==> src/clo_cfg.svh <==
// Register offsets, field positions, reset values and limits of the logic operators
`ifndef CLO_CFG_SVH
`define CLO_CFG_SVH
// ----------------------------------------
// Register byte offsets
// ----------------------------------------
`define CLO_GATE_OFS     8'h00
`define CLO_MACRO_OFS    8'h04
`define CLO_MUX_OFS      8'h08
`define CLO_CMP_OFS      8'h0C
`define CLO_ANA_OFS      8'h10
`define CLO_BLK_OFS      8'h14
`define CLO_STAT_OFS     8'h18
// ----------------------------------------
// Field positions
// ----------------------------------------
`define CLO_G_OP         0
`define CLO_G_CNT        4
`define CLO_G_INV        8
`define CLO_M_OP1        0
`define CLO_M_OP2        4
`define CLO_M_OP3        8
`define CLO_M_N1         12
`define CLO_M_N2         16
`define CLO_M_DIS        20
`define CLO_M_EN1        21
`define CLO_M_EN2        22
`define CLO_M_INV        24
`define CLO_X_CNT        0
`define CLO_X_DINV       4
`define CLO_X_SINV       8
`define CLO_C_CONST      0
`define CLO_C_NB         8
`define CLO_C_REL        12
`define CLO_C_SIG        15
`define CLO_C_INV        16
`define CLO_A_RAW_EN     0
`define CLO_A_ERR_EN     1
`define CLO_A_NOT_INV    2
`define CLO_S_REFUSED    8
// ----------------------------------------
// Reset values and writable bits
// ----------------------------------------
`define CLO_GATE_RST     32'h0000_0020
`define CLO_MACRO_RST    32'h0001_1000
`define CLO_MUX_RST      32'h0000_0002
`define CLO_CMP_RST      32'h0000_0200
`define CLO_ANA_RST      32'h0000_0000
`define CLO_BLK_RST      8'h00
`define CLO_GATE_WM      32'h0000_FFF7
`define CLO_MACRO_WM     32'hFF77_7777
`define CLO_MUX_WM       32'h0000_0FF7
`define CLO_CMP_WM       32'hFFFF_FFFF
`define CLO_ANA_WM       32'h0000_0007
// ----------------------------------------
// Limits
// ----------------------------------------
`define CLO_BLK_LIM_BAS  8'h40
`define CLO_BLK_LIM_EXT  8'h80
`define CLO_RESP_OKAY    2'h0
`define CLO_RESP_SLVERR  2'h2
`endif

==> src/clo_pkg.sv <==
// Types shared by the logic operator block
package clo_pkg;
   typedef enum logic [2:0] {
      OP_AND  = 3'h0,
      OP_NAND = 3'h1,
      OP_OR   = 3'h2,
      OP_NOR  = 3'h3,
      OP_XOR  = 3'h4,
      OP_XNOR = 3'h5,
      OP_SR   = 3'h6
   } clo_op_t;
   typedef enum logic [2:0] {
      REL_LT = 3'h0,
      REL_GE = 3'h1,
      REL_GT = 3'h2,
      REL_LE = 3'h3,
      REL_EQ = 3'h4,
      REL_NE = 3'h5
   } clo_rel_t;
endpackage

==> src/clo_operators.sv <==
// Configurable Boolean operators, comparator and analog block outputs with AXI4-Lite setup
//
// Overview of operation
// (RQ1) Raw measurement exposed when analog option enabled
// (RQ2) Error output follows sensor anomaly when enabled
// (RQ3) Each operator input individually invertible
// (RQ4) Block count capped at 64 or 128
// (RQ5) AND is one only when all one
// (RQ6) Gates take two to eight inputs
// (RQ7) NAND is zero only when all one
// (RQ8) Inverter outputs the complement of input
// (RQ9) OR is one when any one
// (RQ10) NOR is zero when any one
// (RQ11) XOR gives odd parity of inputs
// (RQ12) XNOR gives even parity of inputs
// (RQ13) Macro joins two gates into final gate
// (RQ14) First gates take 1..7, one bypasses
// (RQ15) Macro gates selectable, final may be SR
// (RQ16) SR holds, sets, resets; reset wins
// (RQ17) Main output disable, first results optional
// (RQ18) Mux passes input only for one-hot select
// (RQ19) Constant mode compares 2..8 bits to constant
// (RQ20) First input is the least significant bit
// (RQ21) Six relations select comparator output
// (RQ22) Signal mode compares A nibble with B
// (RQ23) Signal mode relations take A against B
// (RQ24) Outputs registered each cycle, zero at reset
`timescale 1ns/10ps
`include "clo_cfg.svh"
module clo_operators #(
   parameter int ADDR_W   = 8,
   parameter bit EXTENDED = 1'b0,
   parameter int RAW_W    = 16
) (
   input  wire logic              aclk,
   input  wire logic              aresetn,
   input  wire logic [ADDR_W-1:0] s_axi_awaddr,
   input  wire logic              s_axi_awvalid,
   output logic                   s_axi_awready,
   input  wire logic [31:0]       s_axi_wdata,
   input  wire logic [3:0]        s_axi_wstrb,
   input  wire logic              s_axi_wvalid,
   output logic                   s_axi_wready,
   output logic [1:0]             s_axi_bresp,
   output logic                   s_axi_bvalid,
   input  wire logic              s_axi_bready,
   input  wire logic [ADDR_W-1:0] s_axi_araddr,
   input  wire logic              s_axi_arvalid,
   output logic                   s_axi_arready,
   output logic [31:0]            s_axi_rdata,
   output logic [1:0]             s_axi_rresp,
   output logic                   s_axi_rvalid,
   input  wire logic              s_axi_rready,
   input  wire logic [7:0]        gate_in,
   input  wire logic              not_in,
   input  wire logic [7:0]        macro_in,
   input  wire logic [3:0]        mux_data,
   input  wire logic [3:0]        mux_select_lines,
   input  wire logic [7:0]        cmp_bits,
   input  wire logic [3:0]        operand_a_bits,
   input  wire logic [3:0]        operand_b_bits,
   input  wire logic [RAW_W-1:0]  analog_raw_in,
   input  wire logic              sensor_anomaly,
   output logic                   gate_out,
   output logic                   not_out,
   output logic                   macro_out,
   output logic                   first_gate_result,
   output logic                   second_gate_result,
   output logic                   mux_out,
   output logic                   cmp_out,
   output logic [RAW_W-1:0]       analog_raw_out,
   output logic                   analog_error_out
);
   import clo_pkg::*;

   localparam logic [7:0] BLK_LIMIT = EXTENDED ? `CLO_BLK_LIM_EXT : `CLO_BLK_LIM_BAS;

   // ----------------------------------------
   // Functions
   // ----------------------------------------
   function automatic logic [7:0] cnt_mask(input logic [3:0] n);
      logic [7:0] m;
      m = 8'h00;
      for (int i = 0; i < 8; i++) begin
         m[i] = (4'(i) < n);
      end
      return m;
   endfunction

   function automatic logic [3:0] clamp_n(input logic [3:0] n, input logic [3:0] lo,
                                          input logic [3:0] hi);
      if (n < lo) begin
         return lo;
      end else if (n > hi) begin
         return hi;
      end
      return n;
   endfunction

   // Unused inputs are made neutral so one evaluator serves every width
   function automatic logic gate_eval(input clo_op_t op, input logic [7:0] b,
                                      input logic [3:0] n);
      logic [7:0] m;
      logic       a;
      logic       o;
      logic       x;
      m = cnt_mask(n);
      a = &(b | ~m);
      o = |(b & m);
      x = ^(b & m);
      if (n == 4'h1) begin
         return b[0]; // RQ14
      end
      case (op)
         OP_AND:  return a;  // RQ5
         OP_NAND: return !a; // RQ7
         OP_OR:   return o;  // RQ9
         OP_NOR:  return !o; // RQ10
         OP_XOR:  return x;  // RQ11
         OP_XNOR: return !x; // RQ12
         default: return 1'b0;
      endcase
   endfunction

   function automatic logic rel_eval(input clo_rel_t r, input logic [7:0] a,
                                     input logic [7:0] b);
      case (r)
         REL_LT:  return a < b;
         REL_GE:  return a >= b;
         REL_GT:  return a > b;
         REL_LE:  return a <= b;
         REL_EQ:  return a == b;
         REL_NE:  return a != b;
         default: return 1'b0;
      endcase
   endfunction

   function automatic logic [31:0] merge(input logic [31:0] old, input logic [31:0] wd,
                                         input logic [3:0] strb, input logic [31:0] wm);
      logic [31:0] r;
      r = old;
      for (int i = 0; i < 4; i++) begin
         if (strb[i]) begin
            r[i*8 +: 8] = wd[i*8 +: 8];
         end
      end
      return r & wm;
   endfunction

   function automatic logic [7:0] word_of(input logic [ADDR_W-1:0] a);
      return {a[7:2], 2'b00};
   endfunction

   function automatic logic mapped(input logic [7:0] a);
      return a <= `CLO_STAT_OFS;
   endfunction

   // ----------------------------------------
   // AXI4-Lite write side
   // ----------------------------------------
   logic              aw_held_reg;
   logic [7:0]        awaddr_reg;
   logic              w_held_reg;
   logic [31:0]       wdata_reg;
   logic [3:0]        wstrb_reg;
   logic              bvalid_reg;
   logic [1:0]        bresp_reg;
   logic              do_wr;

   assign s_axi_awready = !aw_held_reg && !bvalid_reg;
   assign s_axi_wready  = !w_held_reg && !bvalid_reg;
   assign s_axi_bvalid  = bvalid_reg;
   assign s_axi_bresp   = bresp_reg;
   assign do_wr         = aw_held_reg && w_held_reg && !bvalid_reg;

   always_ff @(posedge aclk) begin
      if (!aresetn) begin
         aw_held_reg <= 1'b0;
         awaddr_reg  <= 8'h00;
         w_held_reg  <= 1'b0;
         wdata_reg   <= 32'h0000_0000;
         wstrb_reg   <= 4'h0;
      end else begin
         if (s_axi_awvalid && s_axi_awready) begin
            aw_held_reg <= 1'b1;
            awaddr_reg  <= word_of(s_axi_awaddr);
         end else if (do_wr) begin
            aw_held_reg <= 1'b0;
         end
         if (s_axi_wvalid && s_axi_wready) begin
            w_held_reg <= 1'b1;
            wdata_reg  <= s_axi_wdata;
            wstrb_reg  <= s_axi_wstrb;
         end else if (do_wr) begin
            w_held_reg <= 1'b0;
         end
      end
   end

   always_ff @(posedge aclk) begin
      if (!aresetn) begin
         bvalid_reg <= 1'b0;
         bresp_reg  <= `CLO_RESP_OKAY;
      end else if (do_wr) begin
         bvalid_reg <= 1'b1;
         bresp_reg  <= mapped(awaddr_reg) ? `CLO_RESP_OKAY : `CLO_RESP_SLVERR;
      end else if (s_axi_bready) begin
         bvalid_reg <= 1'b0;
      end
   end

   // ----------------------------------------
   // Configuration registers
   // ----------------------------------------
   logic [31:0] gate_cfg_reg;
   logic [31:0] macro_cfg_reg;
   logic [31:0] mux_cfg_reg;
   logic [31:0] cmp_cfg_reg;
   logic [31:0] ana_cfg_reg;
   logic [7:0]  blk_cnt_reg;
   logic        refused_reg;
   logic [31:0] blk_next;

   assign blk_next = merge({24'h00_0000, blk_cnt_reg}, wdata_reg, wstrb_reg, 32'h0000_00FF);

   always_ff @(posedge aclk) begin
      if (!aresetn) begin
         gate_cfg_reg  <= `CLO_GATE_RST;
         macro_cfg_reg <= `CLO_MACRO_RST;
         mux_cfg_reg   <= `CLO_MUX_RST;
         cmp_cfg_reg   <= `CLO_CMP_RST;
         ana_cfg_reg   <= `CLO_ANA_RST;
      end else if (do_wr) begin
         if (awaddr_reg == `CLO_GATE_OFS) begin
            gate_cfg_reg <= merge(gate_cfg_reg, wdata_reg, wstrb_reg, `CLO_GATE_WM);
         end else if (awaddr_reg == `CLO_MACRO_OFS) begin
            macro_cfg_reg <= merge(macro_cfg_reg, wdata_reg, wstrb_reg, `CLO_MACRO_WM);
         end else if (awaddr_reg == `CLO_MUX_OFS) begin
            mux_cfg_reg <= merge(mux_cfg_reg, wdata_reg, wstrb_reg, `CLO_MUX_WM);
         end else if (awaddr_reg == `CLO_CMP_OFS) begin
            cmp_cfg_reg <= merge(cmp_cfg_reg, wdata_reg, wstrb_reg, `CLO_CMP_WM);
         end else if (awaddr_reg == `CLO_ANA_OFS) begin
            ana_cfg_reg <= merge(ana_cfg_reg, wdata_reg, wstrb_reg, `CLO_ANA_WM);
         end
      end
   end

   // Counts over the variant's limit are refused whole, never clipped
   always_ff @(posedge aclk) begin
      if (!aresetn) begin
         blk_cnt_reg <= `CLO_BLK_RST;
         refused_reg <= 1'b0;
      end else if (do_wr && awaddr_reg == `CLO_BLK_OFS) begin
         if (blk_next[7:0] > BLK_LIMIT) begin
            refused_reg <= 1'b1; // RQ4
         end else begin
            blk_cnt_reg <= blk_next[7:0]; // RQ4
            refused_reg <= 1'b0;
         end
      end
   end

   // ----------------------------------------
   // Operator evaluation
   // ----------------------------------------
   clo_op_t     g_op;
   logic [3:0]  g_n;
   logic [7:0]  g_eff;
   clo_op_t     m_op1;
   clo_op_t     m_op2;
   clo_op_t     m_op3;
   logic [3:0]  m_n1;
   logic [3:0]  m_n2;
   logic [7:0]  m_eff;
   logic        r1;
   logic        r2;
   logic        final_v;
   logic        sr_reg;
   logic [3:0]  x_n;
   logic [3:0]  x_sel;
   logic [3:0]  x_dat;
   logic        x_v;
   clo_rel_t    c_rel;
   logic [7:0]  c_val;
   logic [7:0]  c_a;
   logic [7:0]  c_b;
   logic [3:0]  op_a;
   logic [3:0]  op_b;
   logic        c_v;

   assign g_op  = clo_op_t'(gate_cfg_reg[`CLO_G_OP +: 3]);
   assign g_n   = clamp_n(gate_cfg_reg[`CLO_G_CNT +: 4], 4'h2, 4'h8); // RQ6
   assign g_eff = gate_in ^ gate_cfg_reg[`CLO_G_INV +: 8]; // RQ3

   assign m_op1 = clo_op_t'(macro_cfg_reg[`CLO_M_OP1 +: 3]);
   assign m_op2 = clo_op_t'(macro_cfg_reg[`CLO_M_OP2 +: 3]);
   assign m_op3 = clo_op_t'(macro_cfg_reg[`CLO_M_OP3 +: 3]); // RQ15
   assign m_n1  = clamp_n({1'b0, macro_cfg_reg[`CLO_M_N1 +: 3]}, 4'h1, 4'h7); // RQ14
   // Second gate shrinks so the macro never reads past its eight inputs
   assign m_n2  = clamp_n(clamp_n({1'b0, macro_cfg_reg[`CLO_M_N2 +: 3]}, 4'h1, 4'h7),
                          4'h1, 4'h8 - m_n1); // RQ13
   assign m_eff = macro_in ^ macro_cfg_reg[`CLO_M_INV +: 8]; // RQ3
   assign r1    = gate_eval(m_op1, m_eff, m_n1);
   assign r2    = gate_eval(m_op2, m_eff >> m_n1, m_n2);
   assign final_v = (m_op3 == OP_SR) ? sr_reg : gate_eval(m_op3, {6'h00, r2, r1}, 4'h2); // RQ13

   assign x_n   = clamp_n({1'b0, mux_cfg_reg[`CLO_X_CNT +: 3]}, 4'h2, 4'h4);
   assign x_sel = (mux_select_lines ^ mux_cfg_reg[`CLO_X_SINV +: 4]) & 4'(cnt_mask(x_n));
   assign x_dat = mux_data ^ mux_cfg_reg[`CLO_X_DINV +: 4]; // RQ3
   assign x_v   = $onehot(x_sel) ? |(x_dat & x_sel) : 1'b0; // RQ18

   assign c_rel = clo_rel_t'(cmp_cfg_reg[`CLO_C_REL +: 3]);
   assign c_val = (cmp_bits ^ cmp_cfg_reg[`CLO_C_INV +: 8]) &
                  cnt_mask(clamp_n(cmp_cfg_reg[`CLO_C_NB +: 4], 4'h2, 4'h8)); // RQ19 RQ20
   assign op_a  = operand_a_bits ^ cmp_cfg_reg[`CLO_C_INV + 8 +: 4];
   assign op_b  = operand_b_bits ^ cmp_cfg_reg[`CLO_C_INV + 12 +: 4];
   assign c_a   = cmp_cfg_reg[`CLO_C_SIG] ? {4'h0, op_a} : c_val; // RQ22
   assign c_b   = cmp_cfg_reg[`CLO_C_SIG] ? {4'h0, op_b} : cmp_cfg_reg[`CLO_C_CONST +: 8];
   assign c_v   = rel_eval(c_rel, c_a, c_b); // RQ21 RQ23

   // Reset input of the storage element wins over set
   always_ff @(posedge aclk) begin
      if (!aresetn) begin
         sr_reg <= 1'b0;
      end else if (r2) begin
         sr_reg <= 1'b0; // RQ16
      end else if (r1) begin
         sr_reg <= 1'b1; // RQ16
      end
   end

   always_ff @(posedge aclk) begin
      if (!aresetn) begin
         gate_out           <= 1'b0;
         not_out            <= 1'b0;
         macro_out          <= 1'b0;
         first_gate_result  <= 1'b0;
         second_gate_result <= 1'b0;
         mux_out            <= 1'b0;
         cmp_out            <= 1'b0;
         analog_raw_out     <= '0;
         analog_error_out   <= 1'b0;
      end else begin
         gate_out           <= gate_eval(g_op, g_eff, g_n); // RQ24
         not_out            <= !(not_in ^ ana_cfg_reg[`CLO_A_NOT_INV]); // RQ8
         macro_out          <= final_v && !macro_cfg_reg[`CLO_M_DIS]; // RQ17
         first_gate_result  <= r1 && macro_cfg_reg[`CLO_M_EN1]; // RQ17
         second_gate_result <= r2 && macro_cfg_reg[`CLO_M_EN2]; // RQ17
         mux_out            <= x_v;
         cmp_out            <= c_v;
         analog_raw_out     <= ana_cfg_reg[`CLO_A_RAW_EN] ? analog_raw_in : '0; // RQ1
         analog_error_out   <= ana_cfg_reg[`CLO_A_ERR_EN] && sensor_anomaly; // RQ2
      end
   end

   // ----------------------------------------
   // AXI4-Lite read side
   // ----------------------------------------
   logic        rvalid_reg;
   logic [31:0] rdata_reg;
   logic [1:0]  rresp_reg;
   logic [31:0] rd_word;
   logic [7:0]  ra;

   assign s_axi_arready = !rvalid_reg;
   assign s_axi_rvalid  = rvalid_reg;
   assign s_axi_rdata   = rdata_reg;
   assign s_axi_rresp   = rresp_reg;
   assign ra            = word_of(s_axi_araddr);

   always_comb begin
      rd_word = 32'h0000_0000;
      if (ra == `CLO_GATE_OFS) begin
         rd_word = gate_cfg_reg;
      end else if (ra == `CLO_MACRO_OFS) begin
         rd_word = macro_cfg_reg;
      end else if (ra == `CLO_MUX_OFS) begin
         rd_word = mux_cfg_reg;
      end else if (ra == `CLO_CMP_OFS) begin
         rd_word = cmp_cfg_reg;
      end else if (ra == `CLO_ANA_OFS) begin
         rd_word = ana_cfg_reg;
      end else if (ra == `CLO_BLK_OFS) begin
         rd_word = {24'h00_0000, blk_cnt_reg};
      end else if (ra == `CLO_STAT_OFS) begin
         rd_word = {23'h00_0000, refused_reg, analog_error_out, cmp_out, mux_out,
                    second_gate_result, first_gate_result, macro_out, not_out, gate_out};
      end
   end

   always_ff @(posedge aclk) begin
      if (!aresetn) begin
         rvalid_reg <= 1'b0;
         rdata_reg  <= 32'h0000_0000;
         rresp_reg  <= `CLO_RESP_OKAY;
      end else if (s_axi_arvalid && s_axi_arready) begin
         rvalid_reg <= 1'b1;
         rdata_reg  <= rd_word;
         rresp_reg  <= mapped(ra) ? `CLO_RESP_OKAY : `CLO_RESP_SLVERR;
      end else if (s_axi_rready) begin
         rvalid_reg <= 1'b0;
      end
   end

   // ----------------------------------------
   // Assertions
   // ----------------------------------------
   a_and_gate: assert property (@(posedge aclk) disable iff (!aresetn) // RQ5
      (g_op == OP_AND) |=> (gate_out == &($past(g_eff) | ~cnt_mask($past(g_n)))))
      else $error("and gate result wrong");
   a_nand_gate: assert property (@(posedge aclk) disable iff (!aresetn) // RQ7
      (g_op == OP_NAND && (g_eff & cnt_mask(g_n)) != cnt_mask(g_n)) |=> gate_out)
      else $error("nand gate low with an input low");
   a_or_gate: assert property (@(posedge aclk) disable iff (!aresetn) // RQ9
      (g_op == OP_OR) |=> (gate_out == |($past(g_eff) & cnt_mask($past(g_n)))))
      else $error("or gate result wrong");
   a_nor_gate: assert property (@(posedge aclk) disable iff (!aresetn) // RQ10
      (g_op == OP_NOR && g_eff[0]) |=> !gate_out)
      else $error("nor gate high with an input high");
   a_xor_parity: assert property (@(posedge aclk) disable iff (!aresetn) // RQ11
      (g_op == OP_XOR) |=> (gate_out == ^($past(g_eff) & cnt_mask($past(g_n)))))
      else $error("xor parity wrong");
   a_xnor_parity: assert property (@(posedge aclk) disable iff (!aresetn) // RQ12
      (g_op == OP_XNOR && g_n == 4'h2) |=> (gate_out == ($past(g_eff[0]) == $past(g_eff[1]))))
      else $error("xnor parity wrong");
   a_not_invert: assert property (@(posedge aclk) disable iff (!aresetn) // RQ8
      $past(aresetn) |-> (not_out != ($past(not_in) ^ $past(ana_cfg_reg[`CLO_A_NOT_INV]))))
      else $error("inverter output wrong");
   a_sr_reset_wins: assert property (@(posedge aclk) disable iff (!aresetn) // RQ16
      (r1 && r2) |=> !sr_reg)
      else $error("storage element set while reset high");
   a_mux_none_zero: assert property (@(posedge aclk) disable iff (!aresetn) // RQ18
      (!$onehot(x_sel)) |=> !mux_out)
      else $error("mux output high without one-hot select");
   a_cmp_signal_eq: assert property (@(posedge aclk) disable iff (!aresetn) // RQ23
      (cmp_cfg_reg[`CLO_C_SIG] && c_rel == REL_EQ) |=> (cmp_out == ($past(op_a) == $past(op_b))))
      else $error("signal compare equal wrong");
   a_macro_disable: assert property (@(posedge aclk) disable iff (!aresetn) // RQ17
      macro_cfg_reg[`CLO_M_DIS] [*2] |-> !macro_out)
      else $error("macro output high while disabled");
   a_error_follow: assert property (@(posedge aclk) disable iff (!aresetn) // RQ2
      ana_cfg_reg[`CLO_A_ERR_EN] |=> (analog_error_out == $past(sensor_anomaly)))
      else $error("error output does not follow anomaly");
   a_blk_limit: assert property (@(posedge aclk) disable iff (!aresetn) // RQ4
      blk_cnt_reg <= BLK_LIMIT)
      else $error("block count above limit");
endmodule

==> config.mk <==
export PLATFORM = sky130hd
export DESIGN_NAME = clo_operators
export DESIGN_NICKNAME = d
export VERILOG_FILES = /design/src/clo_pkg.sv /design/src/clo_operators.sv
export VERILOG_INCLUDE_DIRS = /design/src /design/src/src
export SDC_FILE = /design/constraint.sdc
export NUM_CORES = 1
export LEC_CHECK = 0
export BUFFER_PORTS_ARGS = -buffer_cell sky130_fd_sc_hd__buf_2
export CAP_MARGIN = 40
export CORE_MARGIN = 2
export CORE_UTILIZATION = 63
export CTS_BUF_LIST = sky130_fd_sc_hd__clkbuf_2 sky130_fd_sc_hd__clkbuf_4 sky130_fd_sc_hd__clkbuf_8
export DETAILED_ROUTE_END_ITERATION = 10
export PLACE_DENSITY_LB_ADDON = 0.05
export SYNTH_ARGS = -nofsm -noshare
export SYNTH_HDL_FRONTEND = slang
export SYNTH_SLANG_ARGS = --single-unit
export TNS_END_PERCENT = 100
==> constraint.sdc <==
create_clock -name aclk -period 15.8 [get_ports aclk]
set_clock_uncertainty 0.1 [all_clocks]
set_input_delay 0.79 -clock aclk [delete_from_list [all_inputs] [get_ports aclk]]
set_output_delay 0.79 -clock aclk [all_outputs]
set_load 0.02 [all_outputs]
# After elaboration in Yosys (flattened, before gate mapping)
# Index checks and enable logic that the tools add are counted.
# classes
n_eq_ne	43
n_lt_le_gt_ge	53
shift	1
addsub	4
bitwise_logic	26
n_reduce_logical	71
n_mux	62
# op_table
operator	count
32-bit 2-to-1 mux	4
3-bit by 4-bit < comparator with 1-bit output (first input constant)	16
4-bit 2-to-1 mux	16
1-bit by 4-bit < comparator with 1-bit output (first input constant)	10
2-bit by 4-bit < comparator with 1-bit output (first input constant)	10
3-bit == test (second input constant)	11
8-bit AND	4
8-bit parity	4
3-bit by 2-bit == test with 1-bit output (second input constant)	10
6-bit by 3-bit == test with 1-bit output (second input constant)	5
1-bit one-hot mux with 6 select lines	5
1-bit 2-to-1 mux	29
9-bit 2-to-1 mux	3
6-bit by 2-bit == test with 1-bit output (second input constant)	4
8-bit 2-to-1 mux	3
8-bit inverter	3
8-bit OR	3
6-bit AND reduction	4
8-bit AND reduction	3
8-bit OR reduction	3
8-bit bitwise XOR	3
3-bit by 1-bit == test with 1-bit output (second input constant)	6
1-bit logical NOT	18
8-bit by 5-bit less-or-equal comparator with 1-bit output (second input constant)	2
36 further kinds	81
# word_totals
word_cells	295
input_bits	117
reg_bits	203

# Depth between registers and ports, before layout
# logic_depth
depth_word	20
mapped_depth	30
ltp_nobuf	28

# Worst setup path before layout
# No wires, ideal clock.
# synth_path
kind	register to register
startpoint	register macro_cfg_reg[14]
endpoint	register macro_out
setup_time_ps	70
t_arrival_ps	5085
path_buffers	3
required_ps	15630
path_slack_ps	10545
stages_incl_launch_ff	29
period_less_slack_ps	5255
path_cell_list	dfxtp_1 buf_2 or2_2 clkbuf_1 nand2_1 inv_1 ha_1 inv_1 ha_1 inv_1 ha_1 and3_1 or3_1 clkbuf_1 a21boi_0 o21ai_0 ha_1 xor2_1 xnor2_1 xnor2_1 nor2_1 a211oi_1 o221ai_2 o21ai_2 inv_1 ha_1 mux2i_1 a211o_1 a21oi_1
# synth_between
elab_chain_cells	20
elab_cells_between_ends	63
# synth_lines
item	line_no	source
start: declaration	clo_operators.sv:216	logic [31:0] macro_cfg_reg;
start signal: assignment	clo_operators.sv:229	macro_cfg_reg <= `CLO_MACRO_RST;
start signal: assignment	clo_operators.sv:237	macro_cfg_reg <= merge(macro_cfg_reg, wdata_reg, wstrb_reg, `CLO_MACRO_WM);
3-bit by 1-bit < comparator with 1-bit output	clo_operators.sv:92	if (n < lo) begin
1-bit 2-to-1 mux	clo_operators.sv:92	
4-bit 2-to-1 mux (*)	clo_operators.sv:97	return n;
4-bit subtractor	clo_operators.sv:301	4'h1, 4'h8 - m_n1);
4-bit > comparator	clo_operators.sv:94	end else if (n > hi) begin
1-bit 2-to-1 mux	clo_operators.sv:94	
1-bit 2-to-1 mux	clo_operators.sv:92	
4-bit 2-to-1 mux	clo_operators.sv:97	
[4 not listed]	-	
1-bit logical NOT	clo_operators.sv:116	OP_NAND: return !a;
1-bit one-hot mux with 6 select lines	clo_operators.sv:114	case (op)
1-bit 2-to-1 mux	clo_operators.sv:114	
8-bit parity, or another cell as far along	clo_operators.sv:110	x = ^(b & m);
1-bit logical NOT, on equally long branches	clo_operators.sv:120, clo_operators.sv:116, clo_operators.sv:118	
1-bit one-hot mux with 6 select lines (*)	clo_operators.sv:114	
1-bit 2-to-1 mux (*)	clo_operators.sv:305	assign final_v = (m_op3 == OP_SR) ? sr_reg : gate_eval(m_op3, {6'h00, r2, r1}, 4'h2);
1-bit logical AND (*)	clo_operators.sv:346	macro_out <= final_v && !macro_cfg_reg[`CLO_M_DIS];
end signal: assignment	clo_operators.sv:346	
end: declaration	clo_operators.sv:66	output logic macro_out,
# Every way passes the cells marked *; elsewhere a longest branch is shown, timed or not. The select of a mux whose other input is x is not followed.
# A chain may end at the register's enable or synchronous reset.

# Worst setup path after layout
# layout_path
startpoint	register macro_cfg_reg[13]
endpoint	register macro_out
# Same word-level chain as after synthesis.

==> metrics.md <==
| Metric | Value |
|---|---|
| Setup TNS | `0 ns` |
| DRT Pass-1 Iters | `6` |
| Final period util | `39.2%` |
| Number of setup buffers added after CTS | `0` |
| Initial antenna violation count | `0` |
| Die Height | `131 um` |
| Starting Density | `64.4%` |
| Dpl cell area | `0.0112 mm^2` |
| Routed via count | `9254` |
| Final Hold Fails | `0` |
| GRT Total Usage | `31.2%` |
| Leading area contributor after synthesis | `dfxtp_1` |
| Total power | `approximately 1.1 mW` |
| Storage element area | `0.00402 mm^2` |
| Number of flops mapped to enable cells by yosys | `0` |
| H-tree depth | `2` |
| Die ar. | `approximately 0.017 mm^2` |
| Area of the mapped netlist | `0.0102 mm^2` |
| WP buf/inv | `4` |
| Synth Flop Type | `dfxtp_1` |
| Initial DRC Count | `771` |
| Sequential area share after synthesis | `39.5%` |
| CP max stage cell | `dfxtp_1` |
| Fill count | `1285` |
| ANT nets after route | `0` |
| Worst VDD drop | `a little over 0.08 mV` |
| Top-area cell type share of the netlist area | `39.5%` |
| First-pass GRT wire length | `44000 um` |
| Core area | `0.0158 mm^2` |
| Library cells used by synthesis | `60` |
| RePlAce Congestion | `0.944` |
| Mapped Cells | `1205` |
| Commonest non-fill, non-tap cell in the layout | `dfxtp_1` |
| Post-CTS Resized | `0` |
| Total wire length | `about 27000 um` |
| Outcome | `finished, final reports clean` |
| Total of warnings raised by yosys | `0` |
| Reg2Reg Depth | `25` |
| TritonCTS buffer count | `34` |
| Vias in the first global route | `8681` |
| Synth Area per Inst | `approximately 8.5 um^2` |
| Fin. max-slew vios | `0` |
| Skew-Pair Late Insertion Delay | `0.53 ns` |
| Most frequent cells in the layout | `201 x dfxtp_1, 198 x nand2_1, 174 x buf_2, 97 x a21boi_0, 78 x nand3_1` |
| IO Pins | `182` |
| Max incr delay on CP | `0.74 ns` |
| Total grt overflow | `0` |
| Finish-stage setup viols | `0` |
| Post-DP HPWL | `19700 um` |
| Arrival time at the worst endpoint | `6.54 ns` |
| Num rows | `46` |
| Largest net degree at the start of global routing | `107` |
| Critical path launch point type | `flip-flop` |
| Clock-pin slew of the registers on the worst-case setup and hold paths | `0.07 ns` |
| CP max FO | `19` |
| Fmax | `0.161 GHz` |
| Asr flop ratio synth | `0%` |
| Max-Slew Margin vs Limit | `45.3%` |
| Hold bufs inserted after CTS | `0` |
| Root buf cell | `clkbuf_8` |
| Routed WL per cell | `17.3 um` |
| Nets@finish | `1494` |
| Fin area | `approximately 0.012 mm^2` |
| Leakage Power | `between 5 and 6 nW` |
| Clk sinks | `201` |
| Final min period | `6.20 ns` |
| P&R area growth vs syn | `16.5%` |
| FF+latch count, synth | `roughly 200` |
| CTS tree | `built` |
| Residual DRC | `0` |
| Worst Tran Pin Value | `about 0.82 ns` |
| WP depth | `25` |
| Antenna Diode Count | `0` |
| Worst Hold Class | `flip-flop to flip-flop` |
| CP required | `between 15 and 20 ns` |
| RSZ-0062 raised after global routing | `false` |
| Hold depth | `2` |
| Die Width | `between 100 and 150 um` |
| Max_cap viols | `0` |
| Power Density | `roughly 95 mW/mm^2` |
| Delay-heaviest family, CP | `compound AO/OA/AOI/OAI gates` |
| Crit end category | `flip-flop` |
| Crit-path most repeated cell | `ha_1` |
| Via density | `5.84` |
| IO Port Bufs | `between 150 and 200` |
| Worst Path Class, Setup | `flip-flop to flip-flop` |
| Max clock buf depth | `3` |
| Ranking of synthesized cells by area | `dfxtp_1 39%, nand2_1 7.3%, a21boi_0 7.1%` |
| Area taken by multi-input logic gates | `~0.0058 mm^2` |
| Layout cells sized above 1 | `between 10% and 20%` |
-- cells by family (layout without fill, tap and decap cells) --
| kind of cell | after synthesis | in the layout | synth area share [%] |
|---|---|---|---|
| and+or+nand+nor | 484 | 484 | 22.7 |
| AOI/OAI and AO/OA | 261 | 261 | 18.3 |
| DFF | 201 | 201 | 39.5 |
| buffers and inverters | 107 | 270 | 4.15 |
| xor gates and xnor gates | 60 | 60 | 5.16 |
| muxes | 60 | 60 | 6.40 |
| adders and majority gates | 30 | 30 | 3.76 |
| other | 2 | 3 | 0.0737 |
-- worst paths after layout --
| kind | start | end | slack, ns |
|---|---|---|---|
| hold reg to reg | wdata_reg[23] | wdata_reg[23] | 0.37 |
| setup reg to reg | macro_cfg_reg[13] | macro_out | 9.60 |
| hold / removal | wdata_reg[23] | wdata_reg[23] | 0.37 |
| setup / recovery | macro_cfg_reg[13] | macro_out | 9.60 |
-- power by group --
group	switching [mW]	internal, mW
logic	0.0627	0.0469
registers	0.0155	0.521
clock network	0.206	0.271
-- per-stage QoR --
stage | hold slack, ns | utilization (%) | worst slack [ns] | cells
global route | 0.396 | 75.0 | 9.19 | 1585
global placement | 0.347 | 69.9 | 9.82 | 1521
CTS | 0.370 | 75.0 | 9.65 | 1585
finish | 0.367 | 75.0 | 9.60 | 1585
detailed placement | 0.362 | 70.5 | 9.77 | 1527
floorplan | 0.323 | - | 10.55 | 1206
-- routing by layer --
layer	wire length [um]	part of all wire, %	track usage (%)	up-vias
met5	0	0	0	-
met4	891	3.2	11.6	0
met3	2330	8.5	4.48	68
met2	12300	45	49.2	436
met1	11900	43	43.7	4254
li1	-	-	-	4496
-- worst reg2reg max path, stage by stage, from the launching register on --
cell	delay, ns
dfxtp_1	0.74
or2_2	0.29
nand2_1	0.20
inv_1	0.14
ha_1	0.14
inv_1	0.04
ha_1	0.38
inv_1	0.09
ha_1	0.29
and3_1	0.21
or3_1	0.48
a21boi_0	0.31
o21ai_0	0.18
ha_1	0.31
xor2_1	0.15
xnor2_1	0.27
xnor2_1	0.16
nor2_1	0.08
a211oi_1	0.36
o221ai_2	0.16
o21ai_2	0.20
inv_1	0.07
ha_1	0.29
mux2i_1	0.07
a211o_1	0.29
a21oi_1	0.12
-- synth_stat cells, drive strengths merged, types with 6 or more instances --
cell type / count
nor2b: 52
nor3: 16
a21oi: 32
buf: 14
ha: 29
and3: 26
o22ai: 9
o21ai: 40
clkbuf: 68
nor2: 56
a21boi: 97
nand3: 78
a31oi: 6
xor2: 21
nand2: 198
a221oi: 19
nor3b: 19
nand4: 8
o211a: 11
mux2i: 55
a22oi: 9
dfxtp: 201
xnor2: 39
nand2b: 16
inv: 25
-- final cells by class --
type / instances / area share, %
multi-input cells: 898 / 48.5
flip-flops and latches: 201 / 33.9
repair buffers: 187 / 8.62
clock buffers: 53 / 5.67
inverters: 25 / 0.791
well taps: 216 / 2.28
clock inverters: 5 / 0.285
No activity file was read; power rests on OpenSTA's default activity.
